$ cat config.mk
export PLATFORM = sky130hd
export DESIGN_NAME = ssd_sensor_flat
export DESIGN_NICKNAME = d
export VERILOG_FILES = /design/src/logic/ssd_pkg.sv /design/src/logic/ssd_link_if.sv /design/src/logic/ssd_sync.sv /design/src/logic/ssd_sensor.sv /design/src/flat_wrapper.sv
export SDC_FILE = /design/constraint.sdc
export NUM_CORES = 1
export LEC_CHECK = 0
export BUFFER_PORTS_ARGS = -buffer_cell sky130_fd_sc_hd__clkbuf_2
export CAP_MARGIN = 20
export CELL_PAD_IN_SITES_DETAIL_PLACEMENT = 1
export CELL_PAD_IN_SITES_GLOBAL_PLACEMENT = 1
export CORE_MARGIN = 3
export CORE_UTILIZATION = 25
export DETAILED_ROUTE_END_ITERATION = 7
export MAX_ROUTING_LAYER = met4
export PLACE_DENSITY_LB_ADDON = 0.1
export SYNTH_ARGS = -nofsm -noshare
export SYNTH_HDL_FRONTEND = slang
export SYNTH_SLANG_ARGS = --single-unit
$ cat constraint.sdc
create_clock -name core_clk_i -period 7.15 [get_ports core_clk_i]
set_input_delay 1.0725 -clock core_clk_i [delete_from_list [all_inputs] [get_ports core_clk_i]]
set_output_delay 1.0725 -clock core_clk_i [all_outputs]
set_load 0.02 [all_outputs]
$ cat src/logic/ssd_pkg.sv
// Package for the serial diagnostic status logic of a safety sensor.
// Assumes a 100 MHz core clock shared by the sensor end and the controller end.
package ssd_pkg;
    // ==========================================================
    // Timing.
    localparam int unsigned CLK_MHZ = 100;
    localparam int unsigned DISCREP_MS = 500;
    localparam int unsigned DISCREP_CYC = DISCREP_MS * 1000 * CLK_MHZ;
    localparam longint unsigned WARN_MIN = 30;
    localparam longint unsigned WARN_CYC = WARN_MIN * 60 * 1000 * 1000 * CLK_MHZ;
    localparam int unsigned FLASH5_HZ = 5;
    localparam int unsigned FLASH5_HALF_CYC = CLK_MHZ * 1000000 / (2 * FLASH5_HZ);
    localparam int CNT_W = 40;
    // ==========================================================
    // Request byte bits.
    localparam int REQ_DISC_ACK = 6;
    localparam int REQ_ERR_RESET = 7;
    // Response byte bits.
    localparam int RSP_OUT_ON = 0;
    localparam int RSP_ACTUATOR = 1;
    localparam int RSP_FEEDBACK_OPEN = 3;
    localparam int RSP_INPUTS = 4;
    localparam int RSP_LIMIT = 5;
    localparam int RSP_WARNING = 6;
    localparam int RSP_ERROR = 7;
    // Diagnostic byte bits.
    localparam int DG_OUT_A = 0;
    localparam int DG_OUT_B = 1;
    localparam int DG_CROSS = 2;
    localparam int DG_TEMP = 3;
    localparam int DG_ACTUATOR = 4;
    localparam int DG_INTERNAL = 5;
    localparam int DG_WARN_COMM = 6;
    localparam int DG_DISCREP = 6;
    // Wishbone register offsets and request reset value of the controller end.
    localparam logic [3:0] ADR_REQUEST = 4'h0;
    localparam logic [3:0] ADR_RESPONSE = 4'h4;
    localparam logic [3:0] ADR_DIAG = 4'h8;
    localparam logic [3:0] ADR_STATUS = 4'hc;
    localparam logic [7:0] REQ_RESET_VAL = 8'h00;
endpackage : ssd_pkg

$ cat src/logic/ssd_link_if.sv
// Interface carrying the three diagnostic bytes between sensor and controller.
// Assumes both ends run on the same clock; bytes are levels refreshed continuously.
`timescale 1ns/100ps
interface ssd_link_if;
    logic [7:0] request_byte;
    logic [7:0] response_byte;
    logic [7:0] warning_error_byte;
    logic comm_ok;
    modport sensor (input request_byte, output response_byte, output warning_error_byte,
        output comm_ok);
    modport ctrl (output request_byte, input response_byte, input warning_error_byte,
        input comm_ok);
endinterface : ssd_link_if

$ cat src/logic/ssd_sync.sv
// Three-stage input synchroniser with agreement of stages two and three.
// Assumes the input is asynchronous to core_clk_i.
`timescale 1ns/100ps
module ssd_sync (
    input wire logic core_clk_i,
    input wire logic rst_i,
    input wire logic d_i,
    output logic q_o
);
    typedef struct packed {
        logic [2:0] sh;
        logic q;
    } ssd_sync_type;
    ssd_sync_type s_reg, s_next;

    // ==========================================================
    // Stage one feeds only stage two; the output moves when two and three agree.
    always_comb begin
        s_next = s_reg;
        s_next.sh = {s_reg.sh[1:0], d_i};
        if (s_reg.sh[1] == s_reg.sh[2]) begin
            s_next.q = s_reg.sh[2];
        end
    end

    always_ff @(posedge core_clk_i or posedge rst_i) begin
        if (rst_i) begin
            s_reg <= '0;
        end else begin
            s_reg <= s_next;
        end
    end

    assign q_o = s_reg.q;
endmodule : ssd_sync

$ cat src/logic/ssd_sensor.sv
// Sensor end: builds response and diagnostic bytes and controls the safety outputs.
// Assumes pin inputs are asynchronous; fault causes come from monitoring logic outside.
// Function
// - Response bits 0,1,4,5 show live state
// - Bit 6 warning pending, bit 7 error
// - Warning byte flags output, cross, temp, comm
// - Error byte flags actuator, internal, discrepancy
// - Request bit 7 resets, bit 6 acknowledges
// - Diagnostic byte valid when warning/error shown
// - Request inbound, response and diagnostic outbound
// - Feedback open sets bit 3, clears bit 0
// - Power-up feedback open: outputs off, 5 Hz
// - Level variant enables on feedback closure
// - Edge variant enables on feedback falling edge
// - Inputs differing over 500 ms latch error
// - Discrepancy error kept across power loss
// - No re-enable until discrepancy acknowledged
// - Acknowledge by button fall or request
// - Internal error clears on bit7 fall or guard open
// - Warning for 30 minutes switches outputs off
// - Comm failure holds outputs unchanged
`timescale 1ns/100ps
module ssd_sensor #(
    parameter longint unsigned WARN_CYC = ssd_pkg::WARN_CYC,
    parameter int unsigned DISCREP_CYC = ssd_pkg::DISCREP_CYC
) (
    input wire logic core_clk_i,
    input wire logic rst_i,
    ssd_link_if.sensor link,
    input wire logic edge_restart_variant_i,
    input wire logic estop_monitor_i,
    input wire logic actuator_i,
    input wire logic limit_area_i,
    input wire logic safety_input_a_i,
    input wire logic safety_input_b_i,
    input wire logic feedback_closed_i,
    input wire logic ack_button_i,
    input wire logic comm_ok_i,
    input wire logic fault_out_a_i,
    input wire logic fault_out_b_i,
    input wire logic fault_cross_i,
    input wire logic fault_temp_i,
    input wire logic fault_actuator_i,
    input wire logic fault_internal_i,
    input wire logic discrep_saved_i,
    output logic discrep_saved_o,
    output logic safety_output_a_o,
    output logic safety_output_b_o,
    output logic yellow_led_o
);
    typedef enum logic [2:0] {
        ST_WAIT = 3'b001,
        ST_ON = 3'b010,
        ST_OFF = 3'b100
    } ssd_out_type;

    typedef struct packed {
        ssd_out_type st;
        logic [7:0] req_prev;
        logic fb_prev;
        logic ack_prev;
        logic boot;
        logic discrep_err;
        logic internal_err;
        logic [ssd_pkg::CNT_W-1:0] warn_cnt;
        logic [ssd_pkg::CNT_W-1:0] disc_cnt;
        logic [ssd_pkg::CNT_W-1:0] flash_cnt;
        logic flash;
        logic [7:0] rsp;
        logic [7:0] diag;
    } ssd_sensor_type;
    ssd_sensor_type s_reg, s_next;

    logic in_a, in_b, fb, ack_btn, actuated, limit;
    ssd_sync u_sa (.core_clk_i(core_clk_i), .rst_i(rst_i), .d_i(safety_input_a_i), .q_o(in_a));
    ssd_sync u_sb (.core_clk_i(core_clk_i), .rst_i(rst_i), .d_i(safety_input_b_i), .q_o(in_b));
    ssd_sync u_fb (.core_clk_i(core_clk_i), .rst_i(rst_i), .d_i(feedback_closed_i), .q_o(fb));
    ssd_sync u_ak (.core_clk_i(core_clk_i), .rst_i(rst_i), .d_i(ack_button_i), .q_o(ack_btn));
    ssd_sync u_ac (.core_clk_i(core_clk_i), .rst_i(rst_i), .d_i(actuator_i), .q_o(actuated));
    ssd_sync u_lm (.core_clk_i(core_clk_i), .rst_i(rst_i), .d_i(limit_area_i), .q_o(limit));

    logic warn_held, warn_any, err_any, bit7_fall, ack_fall, restart, disc_ack;
    logic [ssd_pkg::CNT_W-1:0] warn_lim, disc_lim;

    // ==========================================================
    // Next-state logic for restart, errors, counters and the two bytes.
    always_comb begin
        s_next = s_reg;
        warn_lim = ssd_pkg::CNT_W'(WARN_CYC);
        disc_lim = ssd_pkg::CNT_W'(DISCREP_CYC);
        s_next.req_prev = comm_ok_i ? link.request_byte : s_reg.req_prev;
        s_next.fb_prev = fb;
        s_next.ack_prev = ack_btn;
        s_next.boot = 1'b0;
        // Captured one cycle after reset so the strap is never read under reset.
        if (s_reg.boot) begin
            s_next.discrep_err = discrep_saved_i;
        end
        bit7_fall = comm_ok_i && s_reg.req_prev[ssd_pkg::REQ_ERR_RESET]
            && !link.request_byte[ssd_pkg::REQ_ERR_RESET];
        disc_ack = comm_ok_i && link.request_byte[ssd_pkg::REQ_DISC_ACK]
            && !s_reg.req_prev[ssd_pkg::REQ_DISC_ACK];
        ack_fall = s_reg.ack_prev && !ack_btn;
        warn_held = fault_out_a_i || fault_out_b_i || fault_cross_i || fault_temp_i;
        warn_any = warn_held || !comm_ok_i;
        // Internal error latches; clears only after cause is gone. Set wins.
        if (fault_internal_i) begin
            s_next.internal_err = 1'b1;
        end else if (bit7_fall || !actuated) begin
            s_next.internal_err = 1'b0;
        end
        // Discrepancy timer runs while monitoring and the inputs differ.
        if (estop_monitor_i && (in_a != in_b)) begin
            if (s_reg.disc_cnt < disc_lim) begin
                s_next.disc_cnt = s_reg.disc_cnt + 1'b1;
            end
        end else begin
            s_next.disc_cnt = '0;
        end
        if (estop_monitor_i && s_reg.disc_cnt >= disc_lim) begin
            s_next.discrep_err = 1'b1;
        end else if (ack_fall || disc_ack) begin
            s_next.discrep_err = 1'b0;
        end
        // Warnings held continuously count toward forced shutdown. A lost link is left
        // out, so a dead gateway alone can never switch the outputs off.
        if (warn_held) begin
            if (s_reg.warn_cnt < warn_lim) begin
                s_next.warn_cnt = s_reg.warn_cnt + 1'b1;
            end
        end else begin
            s_next.warn_cnt = '0;
        end
        err_any = s_reg.internal_err || fault_internal_i || s_reg.discrep_err
            || fault_actuator_i || (s_reg.warn_cnt >= warn_lim);
        restart = edge_restart_variant_i ? (s_reg.fb_prev && !fb) : fb;
        unique case (s_reg.st)
            ST_WAIT: begin
                if (err_any || !actuated || !(in_a && in_b)) begin
                    s_next.st = ST_OFF;
                end else if (restart && comm_ok_i) begin
                    // Enabling waits for the link, so a lost link holds the outputs off.
                    s_next.st = ST_ON;
                end
            end
            ST_ON: begin
                // A lost link alone never switches the outputs.
                if (err_any || !actuated || !(in_a && in_b)) begin
                    s_next.st = ST_OFF;
                end
            end
            ST_OFF: begin
                if (!err_any && actuated && in_a && in_b) begin
                    s_next.st = ST_WAIT;
                end
            end
        endcase
        // Free-running 5 Hz flasher.
        if (s_reg.flash_cnt >= ssd_pkg::CNT_W'(ssd_pkg::FLASH5_HALF_CYC - 1)) begin
            s_next.flash_cnt = '0;
            s_next.flash = !s_reg.flash;
        end else begin
            s_next.flash_cnt = s_reg.flash_cnt + 1'b1;
        end
        s_next.rsp = '0;
        // Built from the next state so the byte moves in the same cycle as the outputs.
        s_next.rsp[ssd_pkg::RSP_OUT_ON] = (s_next.st == ST_ON);
        s_next.rsp[ssd_pkg::RSP_ACTUATOR] = actuated;
        s_next.rsp[ssd_pkg::RSP_FEEDBACK_OPEN] = (s_next.st == ST_WAIT);
        s_next.rsp[ssd_pkg::RSP_INPUTS] = in_a && in_b;
        s_next.rsp[ssd_pkg::RSP_LIMIT] = limit && actuated;
        s_next.rsp[ssd_pkg::RSP_WARNING] = warn_any || err_any;
        s_next.rsp[ssd_pkg::RSP_ERROR] = err_any;
        s_next.diag = '0;
        s_next.diag[ssd_pkg::DG_OUT_A] = fault_out_a_i;
        s_next.diag[ssd_pkg::DG_OUT_B] = fault_out_b_i;
        s_next.diag[ssd_pkg::DG_CROSS] = fault_cross_i;
        s_next.diag[ssd_pkg::DG_TEMP] = fault_temp_i;
        if (err_any) begin
            s_next.diag[ssd_pkg::DG_ACTUATOR] = fault_actuator_i;
            s_next.diag[ssd_pkg::DG_INTERNAL] = s_reg.internal_err || fault_internal_i;
            s_next.diag[ssd_pkg::DG_DISCREP] = s_reg.discrep_err;
        end else begin
            s_next.diag[ssd_pkg::DG_INTERNAL] = fault_internal_i;
            s_next.diag[ssd_pkg::DG_WARN_COMM] = !comm_ok_i;
        end
    end

    // ==========================================================
    // State register; power-up lands in the wait state with outputs off.
    always_ff @(posedge core_clk_i or posedge rst_i) begin
        if (rst_i) begin
            s_reg <= '{st: ST_WAIT, boot: 1'b1, default: '0};
        end else begin
            s_reg <= s_next;
        end
    end

    // ==========================================================
    // Outputs; the link bytes flow outward only.
    assign link.response_byte = s_reg.rsp;
    assign link.warning_error_byte = s_reg.diag;
    assign link.comm_ok = comm_ok_i;
    assign discrep_saved_o = s_reg.discrep_err;
    assign safety_output_a_o = (s_reg.st == ST_ON);
    assign safety_output_b_o = (s_reg.st == ST_ON);
    assign yellow_led_o = (s_reg.st == ST_WAIT) ? s_reg.flash : actuated;
endmodule : ssd_sensor

$ cat src/flat_wrapper.sv
// flat-port wrapper written by rule: the top's interface ports become plain ports
module ssd_sensor_flat 
#(
    parameter longint unsigned WARN_CYC = ssd_pkg::WARN_CYC,
    parameter int unsigned DISCREP_CYC = ssd_pkg::DISCREP_CYC
)
  (core_clk_i, rst_i, edge_restart_variant_i, estop_monitor_i, actuator_i, limit_area_i, safety_input_a_i, safety_input_b_i, feedback_closed_i, ack_button_i, comm_ok_i, fault_out_a_i, fault_out_b_i, fault_cross_i, fault_temp_i, fault_actuator_i, fault_internal_i, discrep_saved_i, discrep_saved_o, safety_output_a_o, safety_output_b_o, yellow_led_o, link_request_byte, link_response_byte, link_warning_error_byte, link_comm_ok);
  ssd_link_if link_i ();
  input wire logic core_clk_i;
  input wire logic rst_i;
  input wire logic edge_restart_variant_i;
  input wire logic estop_monitor_i;
  input wire logic actuator_i;
  input wire logic limit_area_i;
  input wire logic safety_input_a_i;
  input wire logic safety_input_b_i;
  input wire logic feedback_closed_i;
  input wire logic ack_button_i;
  input wire logic comm_ok_i;
  input wire logic fault_out_a_i;
  input wire logic fault_out_b_i;
  input wire logic fault_cross_i;
  input wire logic fault_temp_i;
  input wire logic fault_actuator_i;
  input wire logic fault_internal_i;
  input wire logic discrep_saved_i;
  output logic discrep_saved_o;
  output logic safety_output_a_o;
  output logic safety_output_b_o;
  output logic yellow_led_o;
  input wire logic [$bits(link_i.request_byte)-1:0] link_request_byte;
  output wire logic [$bits(link_i.response_byte)-1:0] link_response_byte;
  output wire logic [$bits(link_i.warning_error_byte)-1:0] link_warning_error_byte;
  output wire logic [$bits(link_i.comm_ok)-1:0] link_comm_ok;
  assign link_i.request_byte = link_request_byte;
  assign link_response_byte = link_i.response_byte;
  assign link_warning_error_byte = link_i.warning_error_byte;
  assign link_comm_ok = link_i.comm_ok;
  ssd_sensor #(.WARN_CYC(WARN_CYC), .DISCREP_CYC(DISCREP_CYC)) u_core (.core_clk_i(core_clk_i), .rst_i(rst_i), .link(link_i), .edge_restart_variant_i(edge_restart_variant_i), .estop_monitor_i(estop_monitor_i), .actuator_i(actuator_i), .limit_area_i(limit_area_i), .safety_input_a_i(safety_input_a_i), .safety_input_b_i(safety_input_b_i), .feedback_closed_i(feedback_closed_i), .ack_button_i(ack_button_i), .comm_ok_i(comm_ok_i), .fault_out_a_i(fault_out_a_i), .fault_out_b_i(fault_out_b_i), .fault_cross_i(fault_cross_i), .fault_temp_i(fault_temp_i), .fault_actuator_i(fault_actuator_i), .fault_internal_i(fault_internal_i), .discrep_saved_i(discrep_saved_i), .discrep_saved_o(discrep_saved_o), .safety_output_a_o(safety_output_a_o), .safety_output_b_o(safety_output_b_o), .yellow_led_o(yellow_led_o));
endmodule
* Yosys cells after proc, flatten, opt, wreduce, memory -nomap -nowiden *
Cells that the tools add are included.

cells by class
  order comparisons = 5
  muxes and demuxes = 19
  $add $sub $neg = 3
  reduce and logical (&&, ||, !) cells = 38
  eq/ne operators = 14

operators by type and width
  kind                                                    count
  two-way mux 40 bit                                      5
  adder 40 x 1 -> 40 bit (second input constant)          3
  >= comparator 40 x 24 -> 1 bit (second input constant)  1
  >= comparator 40 x 26 -> 1 bit (second input constant)  1
  >= comparator 40 x 38 -> 1 bit (second input constant)  1
  < comparator 40 x 26 -> 1 bit (second input constant)   1
  < comparator 40 x 38 -> 1 bit (second input constant)   1
  logical AND 1 bit                                       14
  logical OR 1 bit                                        13
  two-way mux 3 bit                                       4
  zero test 1 bit                                         9
  case mux 3 bit (3 select lines)                         1
  two-way mux 1 bit                                       8
  equality test 1 bit                                     6
  equality test 3 x 1 -> 1 bit (second input constant)    2
  equality test 3 x 2 -> 1 bit (second input constant)    2
  != test 2 bit (second input constant)                   2
  equality test 3 bit (second input constant)             1
  nonzero test 3 bit                                      1
  two-way mux 2 bit                                       1
  nonzero test 2 bit                                      1
  != test 1 bit                                           1

storage, ports and cells
  output and inout port bits = 21
  register bits = 175
  logic and storage cells = 104
  input bits = 26

* Longest topological paths before layout *
Gate-level depths: netlist of the first run.

  depth in word-level cells = 11
  gate-level depth with buffers = 8
  mapped depth without buffers = 6

* Cells and area by module *
A second synthesis of the first run with hierarchy kept.

unflattened totals
  cells, all modules = 744
  area, all modules = 7733.7 sq um

by module, submodules not included
  module      seq. area each (sq um)  cells each  instances  area each (sq um)
  ssd_sensor  3631.0                  708         1          7043.0
  ssd_sync    100.1                   6           6          115.1

* Worst setup path before layout of the first run *
No wires, ideal clock.

  kind = in2reg
  start = in fault_out_b_i
  end = reg u_core.s_reg[135] (netlist bit)
  library setup time = 119 ps
  data required time = 7031 ps
  data arrival time = 2261 ps
  slack = 4770 ps
  buffers on the path = 2
  stages on the path = 4
  cells stage by stage = or4_1 > clkbuf_1 > clkbuf_1 > and2_1

on the way
  cells in the longest elaborated chain, start to end = 4
  elaborated cells on any way between the ends = 5
  those cells by class = eq/ne: 1; mux: 1; reduce/logical: 3

RTL lines
  what                                                                         RTL line            source
  from (decl)                                                                  flat_wrapper.sv:21  input wire logic fault_out_b_i;
  logical OR 1 bit * (3 in series)                                             ssd_sensor.sv:104   warn_held = fault_out_a_i || fault_out_b_i || fault_cross_i || fault_temp_i;
  != test 2 bit (no source line) / two-way mux 40 bit (equally long branches)  n/a
  to (signal assigned)                                                         ssd_sensor.sv:195   s_reg <= s_next;
  to (decl)                                                                    ssd_sensor.sv:72    ssd_sensor_type s_reg, s_next;

Every way passes the cells marked *; elsewhere a longest branch is shown, timed or not.
A chain may end at the register's enable or synchronous reset.

* Final worst setup path of the first run *
  start = reg u_core.s_reg[98] (netlist bit)
  end = reg u_core.s_reg[131] (netlist bit)

on the way
  cells in the longest elaborated chain, start to end = 3
  elaborated cells on any way between the ends = 5
  those cells by class = add/sub: 1; order compare: 1; eq/ne: 1; mux: 2

RTL lines
  what                    RTL line           source
  adder 40 x 1 -> 40 bit  ssd_sensor.sv:129  s_next.warn_cnt = s_reg.warn_cnt + 1'b1;
  two-way mux 40 bit      ssd_sensor.sv:128  if (s_reg.warn_cnt < warn_lim) begin
  two-way mux 40 bit      ssd_sensor.sv:127  if (warn_held) begin

Several ways; a longest one is shown, not always the timed one. The select of a mux whose other input is x is not followed.

==> impl_metrics.tcl, run 1 <==
set metrics [dict create \
    via_per_inst 4.97 \
    first_pass_iters 6 \
    ys.flop_type "dfrtp_1" \
    synth_top_area_share 0.545 \
    period_minus_slack_ns 3.32 \
    whs_ns 0.350 \
    rrSetupSlack_ns 3.83 \
    cts_buffers 17 \
    synth.largest_area_cell "dfrtp_1" \
    wl_mm 19.6 \
    die_y_um 181 \
    reg2reg_from "u_core.s_reg[98]$_DFFE_PP0P_" \
    start_util 0.256 \
    netlist_instances 740 \
    clock_sinks 169 \
    synth_area_per_cell_um2 10.4 \
    dp_hpwl_mm 12.9 \
    path_clk_slew_ns 0.07 \
    syn_area_um2 7670 \
    port-buffer-count 38 \
    cts_resized 0 \
    grtUsageTotal 0.128 \
    area_delta_synth_final_pct 15.7 \
    htree_levels 4 \
    die_w_um 181 \
    ys_types 50 \
    cts_tree "built" \
    reg2reg_depth 6 \
    clkLatencyLatePin_ns 0.44 \
    first_iter_violations 239 \
    vias 5838 \
    slew_headroom 0.377 \
    final_antenna_net_count 0 \
    synth_most_common_cell "dfrtp_1" \
    wl_per_cell_um 16.7 \
    arrival_ns 3.67 \
    final_hold_viol_count 0 \
    gp_congestion 0.746 \
    critPathCaptureType "register" \
    whs_path_depth 0 \
    cap_violations 0 \
    status "complete, no violations" \
    grt_pass1_wl_mm 33.3 \
    preCtsSetupSlack_ns 3.84 \
    ys_ff_latch 169 \
    final_nets 806 \
    diodes 0 \
    largest_reg_flops 130 \
    cts.hold.buffers_added 0 \
    ys_warn_count 0 \
    synth_edf_count 0 \
    finalCritPeriodShare 0.464 \
    core_area_um2 30000 \
    min-delay-path-class "reg -> reg" \
    ys_seq_area_frac 0.552 \
    cts_setup_buffers 0 \
    ir_worst_vdd_mv 0.163 \
    synth_commonest_cells "dfrtp_1 (167), nand2_1 (57), a21oi_1 (52), nor2_1 (43), or4_1 (43)" \
    drc 0 \
    p_per_area_nw_per_um2 241 \
    hp-start "u_core.u_fb.s_next[2]$_DFF_PP0_" \
    drive_above_1_share 0.111 \
    final.setup_skew_ns 0.0132 \
    cts-root-buf "clkbuf_16" \
    grt_max_degree 112 \
    placed_area_um2 8210 \
    die-area_um2 32800 \
    cp.required_ns 7.50 \
    finalInstanceArea_um2 8880 \
    rsz0062_at_grt "no" \
    setup_viol 0 \
    pin_count 47 \
    cellLeakagePower_uw 0.00362 \
    max_freq_mhz 302 \
    worstPathMaxFanout 12 \
    criticalPathCategory "reg -> reg" \
    grt-ovfl-total 0 \
    tightest_slew_ns 0.927 \
    setup_slack_ns 3.83 \
    synthTopCellsByArea "dfrtp_1 (54%), or4_1 (4.2%), o31ai_1 (3.9%)" \
    async_flop_share 1.00 \
    antenna_found_initial 0 \
    grt_pass1_vias 6393 \
    min_to "u_core.u_fb.s_next[3]$_DFF_PP0_" \
    clockBufferDepth 2 \
    num_rows 63 \
    finalSetupTns_ns 0 \
    start_kind "register" \
    drv_slew 0 \
    r2r-end "u_core.s_reg[131]$_DFFE_PP0P_" \
]
-- cell type report --
cell class / instances / area [um2]
inverter: 19 / 76.3
clock buffer: 18 / 429
timing repair buffer: 47 / 310
fill: 3372 / 21100
multi-input combinational: 520 / 3180
clock inverter: 12 / 165
sequential: 169 / 4230
tap: 390 / 488
-- through the flow --
step                      power (uW)   util  std cells
after CTS                       2180  0.294       1172
after detailed placement        1190  0.274       1142
after global placement          1180  0.274       1142
after global routing            2250  0.296       1175
final                           2140  0.296       1175
after floorplan                 1140      -        758
-- cells by family (layout without fill, tap and decap cells) --
kind of cell	count (synthesis)	after routing	share of synthesized area
AND/OR/NAND/NOR	321	321	0.233
flip-flops	169	169	0.552
AO/OA/AOI/OAI	131	131	0.108
buffers and inverters	69	96	0.0442
XOR/XNOR	22	22	0.0251
multiplexers	15	15	0.0199
adder cells (fa/ha/maj)	12	12	0.0176
other	1	19	0.000489
-- worst max-delay path by stage --
| stage | slack [ns] | endpoint | depth (start not counted) | from |
|---|---|---|---|---|
| 2_1_floorplan | 1.51 | u_core.discrep_saved_o$_DFFE_PP0P_ | 1 | rst_i |
| 3_3_place_gp | 4.07 | u_core.s_reg[123]$_DFFE_PP0P_ | 6 | u_core.s_reg[98]$_DFFE_PP0P_ |
| 3_5_place_dp | 3.84 | u_core.s_reg[131]$_DFFE_PP0P_ | 6 | u_core.s_reg[98]$_DFFE_PP0P_ |
| 4_1_cts | 3.83 | u_core.s_reg[131]$_DFFE_PP0P_ | 6 | u_core.s_reg[98]$_DFFE_PP0P_ |
| 5_1_grt | 3.51 | u_core.s_reg[131]$_DFFE_PP0P_ | 6 | u_core.s_reg[97]$_DFFE_PP0P_ |
| 6_report | 3.83 | u_core.s_reg[131]$_DFFE_PP0P_ | 6 | u_core.s_reg[98]$_DFFE_PP0P_ |
-- metal layers --
| metal | up-vias | wire length, um | global-route usage | share of wire |
|---|---|---|---|---|
| li1 | 2764 | - | - | - |
| met1 | 3014 | 8990 | 0.156 | 0.46 |
| met2 | 46 | 9960 | 0.215 | 0.51 |
| met3 | 14 | 402 | 0.0270 | 0.021 |
| met4 | 0 | 225 | 0.0375 | 0.011 |
| met5 | - | 0 | - | 0 |
-- report_power, final --
part / internal [uW] / switching (uW)
combinational: 45.3 / 83.9
clock: 554 / 414
sequential: 999 / 47.4
total: 1600 / 546
-- cells in the final DEF, fill, tap and decap left out, drive strengths merged, types with 9 or more instances in the layout --
master,synthesis,final
clkbuf,28,56
nand3,38,38
nor3,21,21
and4,10,10
nand2,57,57
xnor2,10,10
and2,11,11
nand4,21,21
and3,26,26
nor2,43,43
inv,19,25
or4,43,43
xor2,12,12
nor4,20,20
conb,1,19
o31ai,40,40
mux2i,13,13
a21oi,52,52
nand2b,12,12
buf,22,9
dfrtp,167,167
o21ai,15,15
-- worst max-delay path: stages (launching register included) --
cell     delay (ns)
dfrtp_1        0.50
ha_1           0.29
nand4_1        0.21
nor4_1         0.76
nand4_1        0.63
or4_1          0.67
a21oi_1        0.17
(Power assumes the default switching activity.)
==> run 2: changes to the inputs <==
--- a/config.mk
+++ b/config.mk
@@ -5,6 +5,7 @@
 export SDC_FILE = /design/constraint.sdc
 export NUM_CORES = 1
 export LEC_CHECK = 0
+export ABC_AREA = 1
 export BUFFER_PORTS_ARGS = -buffer_cell sky130_fd_sc_hd__clkbuf_2
 export CAP_MARGIN = 20
 export CELL_PAD_IN_SITES_DETAIL_PLACEMENT = 1
==> constraint.sdc (replaced) <==
create_clock -name core_clk_i -period 2.8 [get_ports core_clk_i]
set_input_delay 0.42 -clock core_clk_i [delete_from_list [all_inputs] [get_ports core_clk_i]]
set_output_delay 0.42 -clock core_clk_i [all_outputs]
set_load 0.02 [all_outputs]
==> run 2 against run 1 <==
  * Sequential power grew to 2.6 times the previous value
  * Register-to-register slack got worse by 3.2 ns
  * Critical path depth grew 4
  * Largest cell class unchanged
  * Critical path type unchanged
  * Design area grew 7.9%
==> impl_metrics.tcl, run 2 <==
set metrics [dict create \
    wl_mm 22.6 \
    layout_common_cells "nand2_1 (186), dfrtp_1 (167), nor2_1 (146)" \
    diodes 0 \
    total_power_uw 5710 \
    tightest_slew_ns 0.704 \
    cap_violations 0 \
    ys_seq_area_frac 0.507 \
    rsz0062_at_grt "no" \
    max_freq_mhz 455 \
    cts.hold.buffers_added 0 \
    critPathCaptureType "register" \
    grt_pass1_vias 6792 \
    arrival_ns 2.52 \
    via_per_inst 4.31 \
    start_util 0.255 \
    preCtsSetupSlack_ns 0.571 \
    min-delay-path-class "in -> async" \
    async_flop_share 1.00 \
    synth_commonest_cells "nand2_1 (186), dfrtp_1 (167), nor2_1 (146), inv_1 (105), nand3_1 (52)" \
    finalSetupTns_ns 0 \
    wl_per_cell_um 15.2 \
    cts_tree "built" \
    drive_above_1_share 0.119 \
    dp_hpwl_mm 16.1 \
    die_w_um 189 \
    die_y_um 189 \
    gp_congestion 0.771 \
    die-area_um2 35600 \
    clkLatencyLatePin_ns 0.44 \
    cts_buffers 17 \
    slew_headroom 0.529 \
    synth_area_per_cell_um2 8.49 \
    use_met2 0.204 \
    first_iter_violations 274 \
    final_hold_viol_count 0 \
    pin_count 47 \
    cts_resized 0 \
    htree_levels 4 \
    criticalPathCategory "reg -> reg" \
    grt_util_met1 0.194 \
    vias 6412 \
    drc 0 \
    grt-ovfl-total 0 \
    final_common_cell "nand2_1" \
    period_minus_slack_ns 2.20 \
    drv_slew 0 \
    setup_viol 0 \
    netlist_instances 984 \
    ys_warn_count 0 \
    synthTopCellsByArea "dfrtp_1 (50%), nand2_1 (8.4%), nor2_1 (6.6%)" \
    synth.largest_area_cell "dfrtp_1" \
    grtUsageTotal 0.138 \
    p_per_area_nw_per_um2 596 \
    final_nets 1065 \
    top_usage_layer "met2" \
    cellLeakagePower_uw 0.00395 \
    cp.required_ns 3.12 \
    num_rows 66 \
    core_area_um2 32700 \
    synth_most_common_cell "nand2_1" \
    final_antenna_net_count 0 \
    ys_ff_latch 169 \
    antenna_found_initial 0 \
    met3_usage 0.0305 \
    status "complete, no violations" \
    port-buffer-count 38 \
    grt_pass1_wl_mm 37.7 \
    start_kind "register" \
    clock_sinks 169 \
    cts-root-buf "clkbuf_16" \
    worstPathMaxFanout 16 \
    ir_worst_vdd_mv 0.440 \
    clockBufferDepth 2 \
    synth_top_area_share 0.500 \
    cts_setup_buffers 0 \
    first_pass_iters 5 \
    synth_edf_count 0 \
    ys.flop_type "dfrtp_1" \
    area_delta_synth_final_pct 14.7 \
    syn_area_um2 8350 \
    grt_max_degree 61 \
    setup_slack_ns 0.603 \
    ys_types 47 \
    path_clk_slew_ns 0.07 \
    finalCritPeriodShare 0.785 \
    final.setup_skew_ns 0.0104 \
    largest_reg_flops 130 \
]
-- run 2: cell count changes after synthesis, moves of 38 or more --
cell | previous run | this run
o31ai_1 | 40 | 2
or4_1 | 43 | 0
inv_1 | 19 | 105
nor2_1 | 43 | 146
nand2_1 | 57 | 186
xor2_1 | 12 | 50
-- run 2: cells by family after synthesis --
| group | share of synthesized area |
|---|---|
| fa+ha+maj | 0.0162 |
| xor+xnor | 0.0598 |
| other cells | 0.000449 |
| compound gates | 0.0593 |
| mux | 0.00135 |
| buf+inv | 0.0810 |
| simple gates | 0.275 |
| flops | 0.507 |
-- run 2: layout make-up --
type,instances,area (um2)
fillers,3939,23100
flip-flops and latches,169,4230
multi-input cells,685,3510
well taps,442,553
clock buffers,19,443
inverters,113,428
repair buffers,47,283
clock inverters,13,130
-- run 2: path summary, 6_finish.rpt --
check | startpoint | end | slack (ns) | cells past startpoint
max in group asynchronous | rst_i | u_core.s_reg[123]$_DFFE_PP0P_ | 1.96 | 3
setup / recovery | u_core.s_reg[120]$_DFFE_PP0P_ | u_core.s_reg[114]$_DFFE_PP0P_ | 0.60 | 10
min in group core_clk_i | actuator_i | u_core.u_ac.s_next[2]$_DFF_PP0_ | 0.08 | 1
hold reg to reg | u_core.u_sb.s_next[2]$_DFF_PP0_ | u_core.u_sb.s_next[3]$_DFF_PP0_ | 0.35 | 0
setup reg to reg | u_core.s_reg[120]$_DFFE_PP0P_ | u_core.s_reg[114]$_DFFE_PP0P_ | 0.60 | 10
hold / removal | rst_i | u_core.s_reg[62]$_DFFE_PP0P_ | 0.08 | 2
-- run 2: where the power goes --
part           leakage [uW]  internal, uW  switching (uW)
clock network      0.000273          1270            1090
logic               0.00148           185             419
registers           0.00219          2600             143
-- run 2: routing by layer --
metal / wire, um / up-vias
met4: 160 / 0
met3: 739 / 9
met5: 0 / -
met1: 11800 / 3105
li1: - / 3233
met2: 9910 / 65
-- run 2: per-stage QoR --
step,cells,hold slack (ns),utilization,cell area (um2)
5_1_grt,1488,0.0532,0.293,9580
3_3_place_gp,1456,0.332,0.275,9010
6_report,1488,0.0824,0.293,9580
3_5_place_dp,1456,0.338,0.275,9010
2_1_floorplan,1002,0.331,-,8420
4_1_cts,1488,0.0519,0.293,9580
-- run 2: critical path: stages (launching register included) --
cell,delay (ns)
dfrtp_1,0.38
nand2_1,0.20
nor2_1,0.06
a21oi_1,0.14
nand2_1,0.12
nand2_2,0.13
nand2_4,0.16
inv_2,0.38
nand4_1,0.21
o21ai_0,0.21
a21oi_1,0.06
==> run 3: changes to the inputs <==
==> constraint.sdc (replaced) <==
create_clock -name core_clk_i -period 2.3 [get_ports core_clk_i]
set_input_delay 0.345 -clock core_clk_i [delete_from_list [all_inputs] [get_ports core_clk_i]]
set_output_delay 0.345 -clock core_clk_i [all_outputs]
set_load 0.02 [all_outputs]
==> run 3 against run 2 <==
  * Sequential power increased by 22%
  * Critical path type unchanged
  * Utilization increased by 0.60 points
  * Design area increased by 2.1%
  * Count of clock-buffer cells in the layout decreased by 2
  * Register-to-register slack got worse by 0.33 ns
  * Critical endpoint is now u_core.s_reg[110]$_DFFE_PP0P_
==> impl_metrics.tcl, run 3 (synthesis results as in run 2) <==
set metrics [dict create \
    status "complete, no violations" \
    preCtsSetupSlack_ns 0.204 \
    wl_mm 22.5 \
    die_y_um 189 \
    drive_above_1_share 0.130 \
    dp_hpwl_mm 16.6 \
    finalCritPeriodShare 0.880 \
    rsz0062_at_grt "no" \
    wl_per_cell_um 14.9 \
    final_nets 1086 \
    cellLeakagePower_uw 0.00405 \
    wl_met1_mm 11.5 \
    core_area_um2 32700 \
    num_rows 66 \
    largest_reg_flops 130 \
    start_kind "register" \
    cts-root-buf "clkbuf_16" \
    finalInstanceArea_um2 9780 \
    antenna_found_initial 0 \
    critPathCaptureType "register" \
    vias 6516 \
    final.setup_skew_ns 0.0164 \
    die_w_um 189 \
    drc 0 \
    first_iter_violations 264 \
    final_hold_viol_count 0 \
    crit_chain "nand2_1 -> nor2_1 -> a21oi_1 -> nand2_1 -> nand2_2 -> nand2_4 -> nand2_4 -> nand3b_2 -> o21ai_1 -> a21oi_1" \
    p_per_area_nw_per_um2 713 \
    cap_violations 0 \
    grtUsageTotal 0.138 \
    gp_congestion 0.795 \
    finalSetupTns_ns 0 \
    cts_tree "built" \
    diodes 0 \
    slew_headroom 0.579 \
    placed_area_um2 9130 \
    cp.required_ns 2.62 \
    start_util 0.255 \
    arrival_ns 2.35 \
    port-buffer-count 38 \
    grt_pass1_vias 6848 \
    area_delta_synth_final_pct 17.0 \
    die-area_um2 35600 \
    worst_path_largest_cell_delay_ns 0.39 \
    cp.buffers_inverters 0 \
    criticalPathCategory "reg -> reg" \
    period_minus_slack_ns 2.02 \
    grt-ovfl-total 0 \
    path_delay_family "simple AND/OR/NAND/NOR gates" \
    via_per_inst 4.32 \
    tightest_slew_ns 0.631 \
    clkLatencyLatePin_ns 0.45 \
    clock_sinks 169 \
    worstPathMaxFanout 22 \
    post-route-util 0.299 \
    final_antenna_net_count 0 \
    highest_layer "met4" \
    max_freq_mhz 494 \
    final_common_cell "nand2_1" \
    critical_path.slowest_cell "dfrtp_1" \
    grt_pass1_wl_mm 37.9 \
    ir_worst_vdd_mv 0.484 \
    grt_max_degree 36 \
    pin_count 47 \
    htree_levels 4 \
    clockBufferDepth 2 \
    route.met3.wl_um 577 \
    cts_buffers 17 \
    first_pass_iters 4 \
    fillers 3926 \
    setup_slack_ns 0.277 \
    cts_setup_buffers 0 \
    path_clk_slew_ns 0.07 \
    layout_common_cells "nand2_1 (186), dfrtp_1 (167), nor2_1 (146)" \
    drv_slew 0 \
    wl_met2_mm 10.1 \
    min-delay-path-class "in -> reg" \
    setup_viol 0 \
]
run 3: metrics by stage:
stage	std cells	hold slack (ns)	total power, uW
3_3_place_gp	1470	0.332	4180
6_report	1509	0.0317	6980
3_5_place_dp	1470	0.336	4190
5_1_grt	1509	0.00488	7400
4_1_cts	1509	0.00531	7130
2_1_floorplan	1002	0.331	3930
run 3: worst paths after layout:
path                                                 start                                     endpoint  slack [ns]  cells after the start
hold reg to reg            u_core.u_sa.s_next[2]$_DFF_PP0_              u_core.u_sa.s_next[3]$_DFF_PP0_        0.35                      0
hold / removal                            fault_actuator_i  u_core.link.warning_error_byte[4]$_DFF_PP0_        0.03                      1
min in group asynchronous                            rst_i                 u_core.s_reg[57]$_DFFE_PP0P_        0.53                      3
setup reg to reg             u_core.s_reg[120]$_DFFE_PP0P_                u_core.s_reg[110]$_DFFE_PP0P_        0.28                     10
setup / recovery             u_core.s_reg[120]$_DFFE_PP0P_                u_core.s_reg[110]$_DFFE_PP0P_        0.28                     10
max in group asynchronous                            rst_i                u_core.s_reg[136]$_DFFE_PP0P_        1.08                      4
run 3: final cells by class:
type                            instances  area, um2  share of cell area
Sequential cell                       169       4230               0.433
Timing Repair Buffer                   68        470              0.0481
Multi-Input combinational cell        685       3520               0.360
Tap cell                              442        553              0.0566
Clock buffer                           17        425              0.0435
Clock inverter                         15        148              0.0151
Inverter                              113        430              0.0440
run 3: what timing repair did:
action | CTS | global route
resized for setup | 0 | 3
setup endpoints to repair | 0 | 2
hold buffers | 7 | 0
endpoints found under the hold margin | 23 | 0
run 3: where the power goes:
part | switching [uW] | total, uW | internal, uW
Combinational | 521 | 776 | 256
Sequential | 180 | 3350 | 3170
Clock | 1410 | 2850 | 1440
run 3: per-layer routing:
metal | vias to the layer above | GRT usage
met2 | 59 | 0.209
li1 | 3282 | -
met3 | 21 | 0.0281
met1 | 3154 | 0.188
met5 | - | -
met4 | 0 | 0.0352
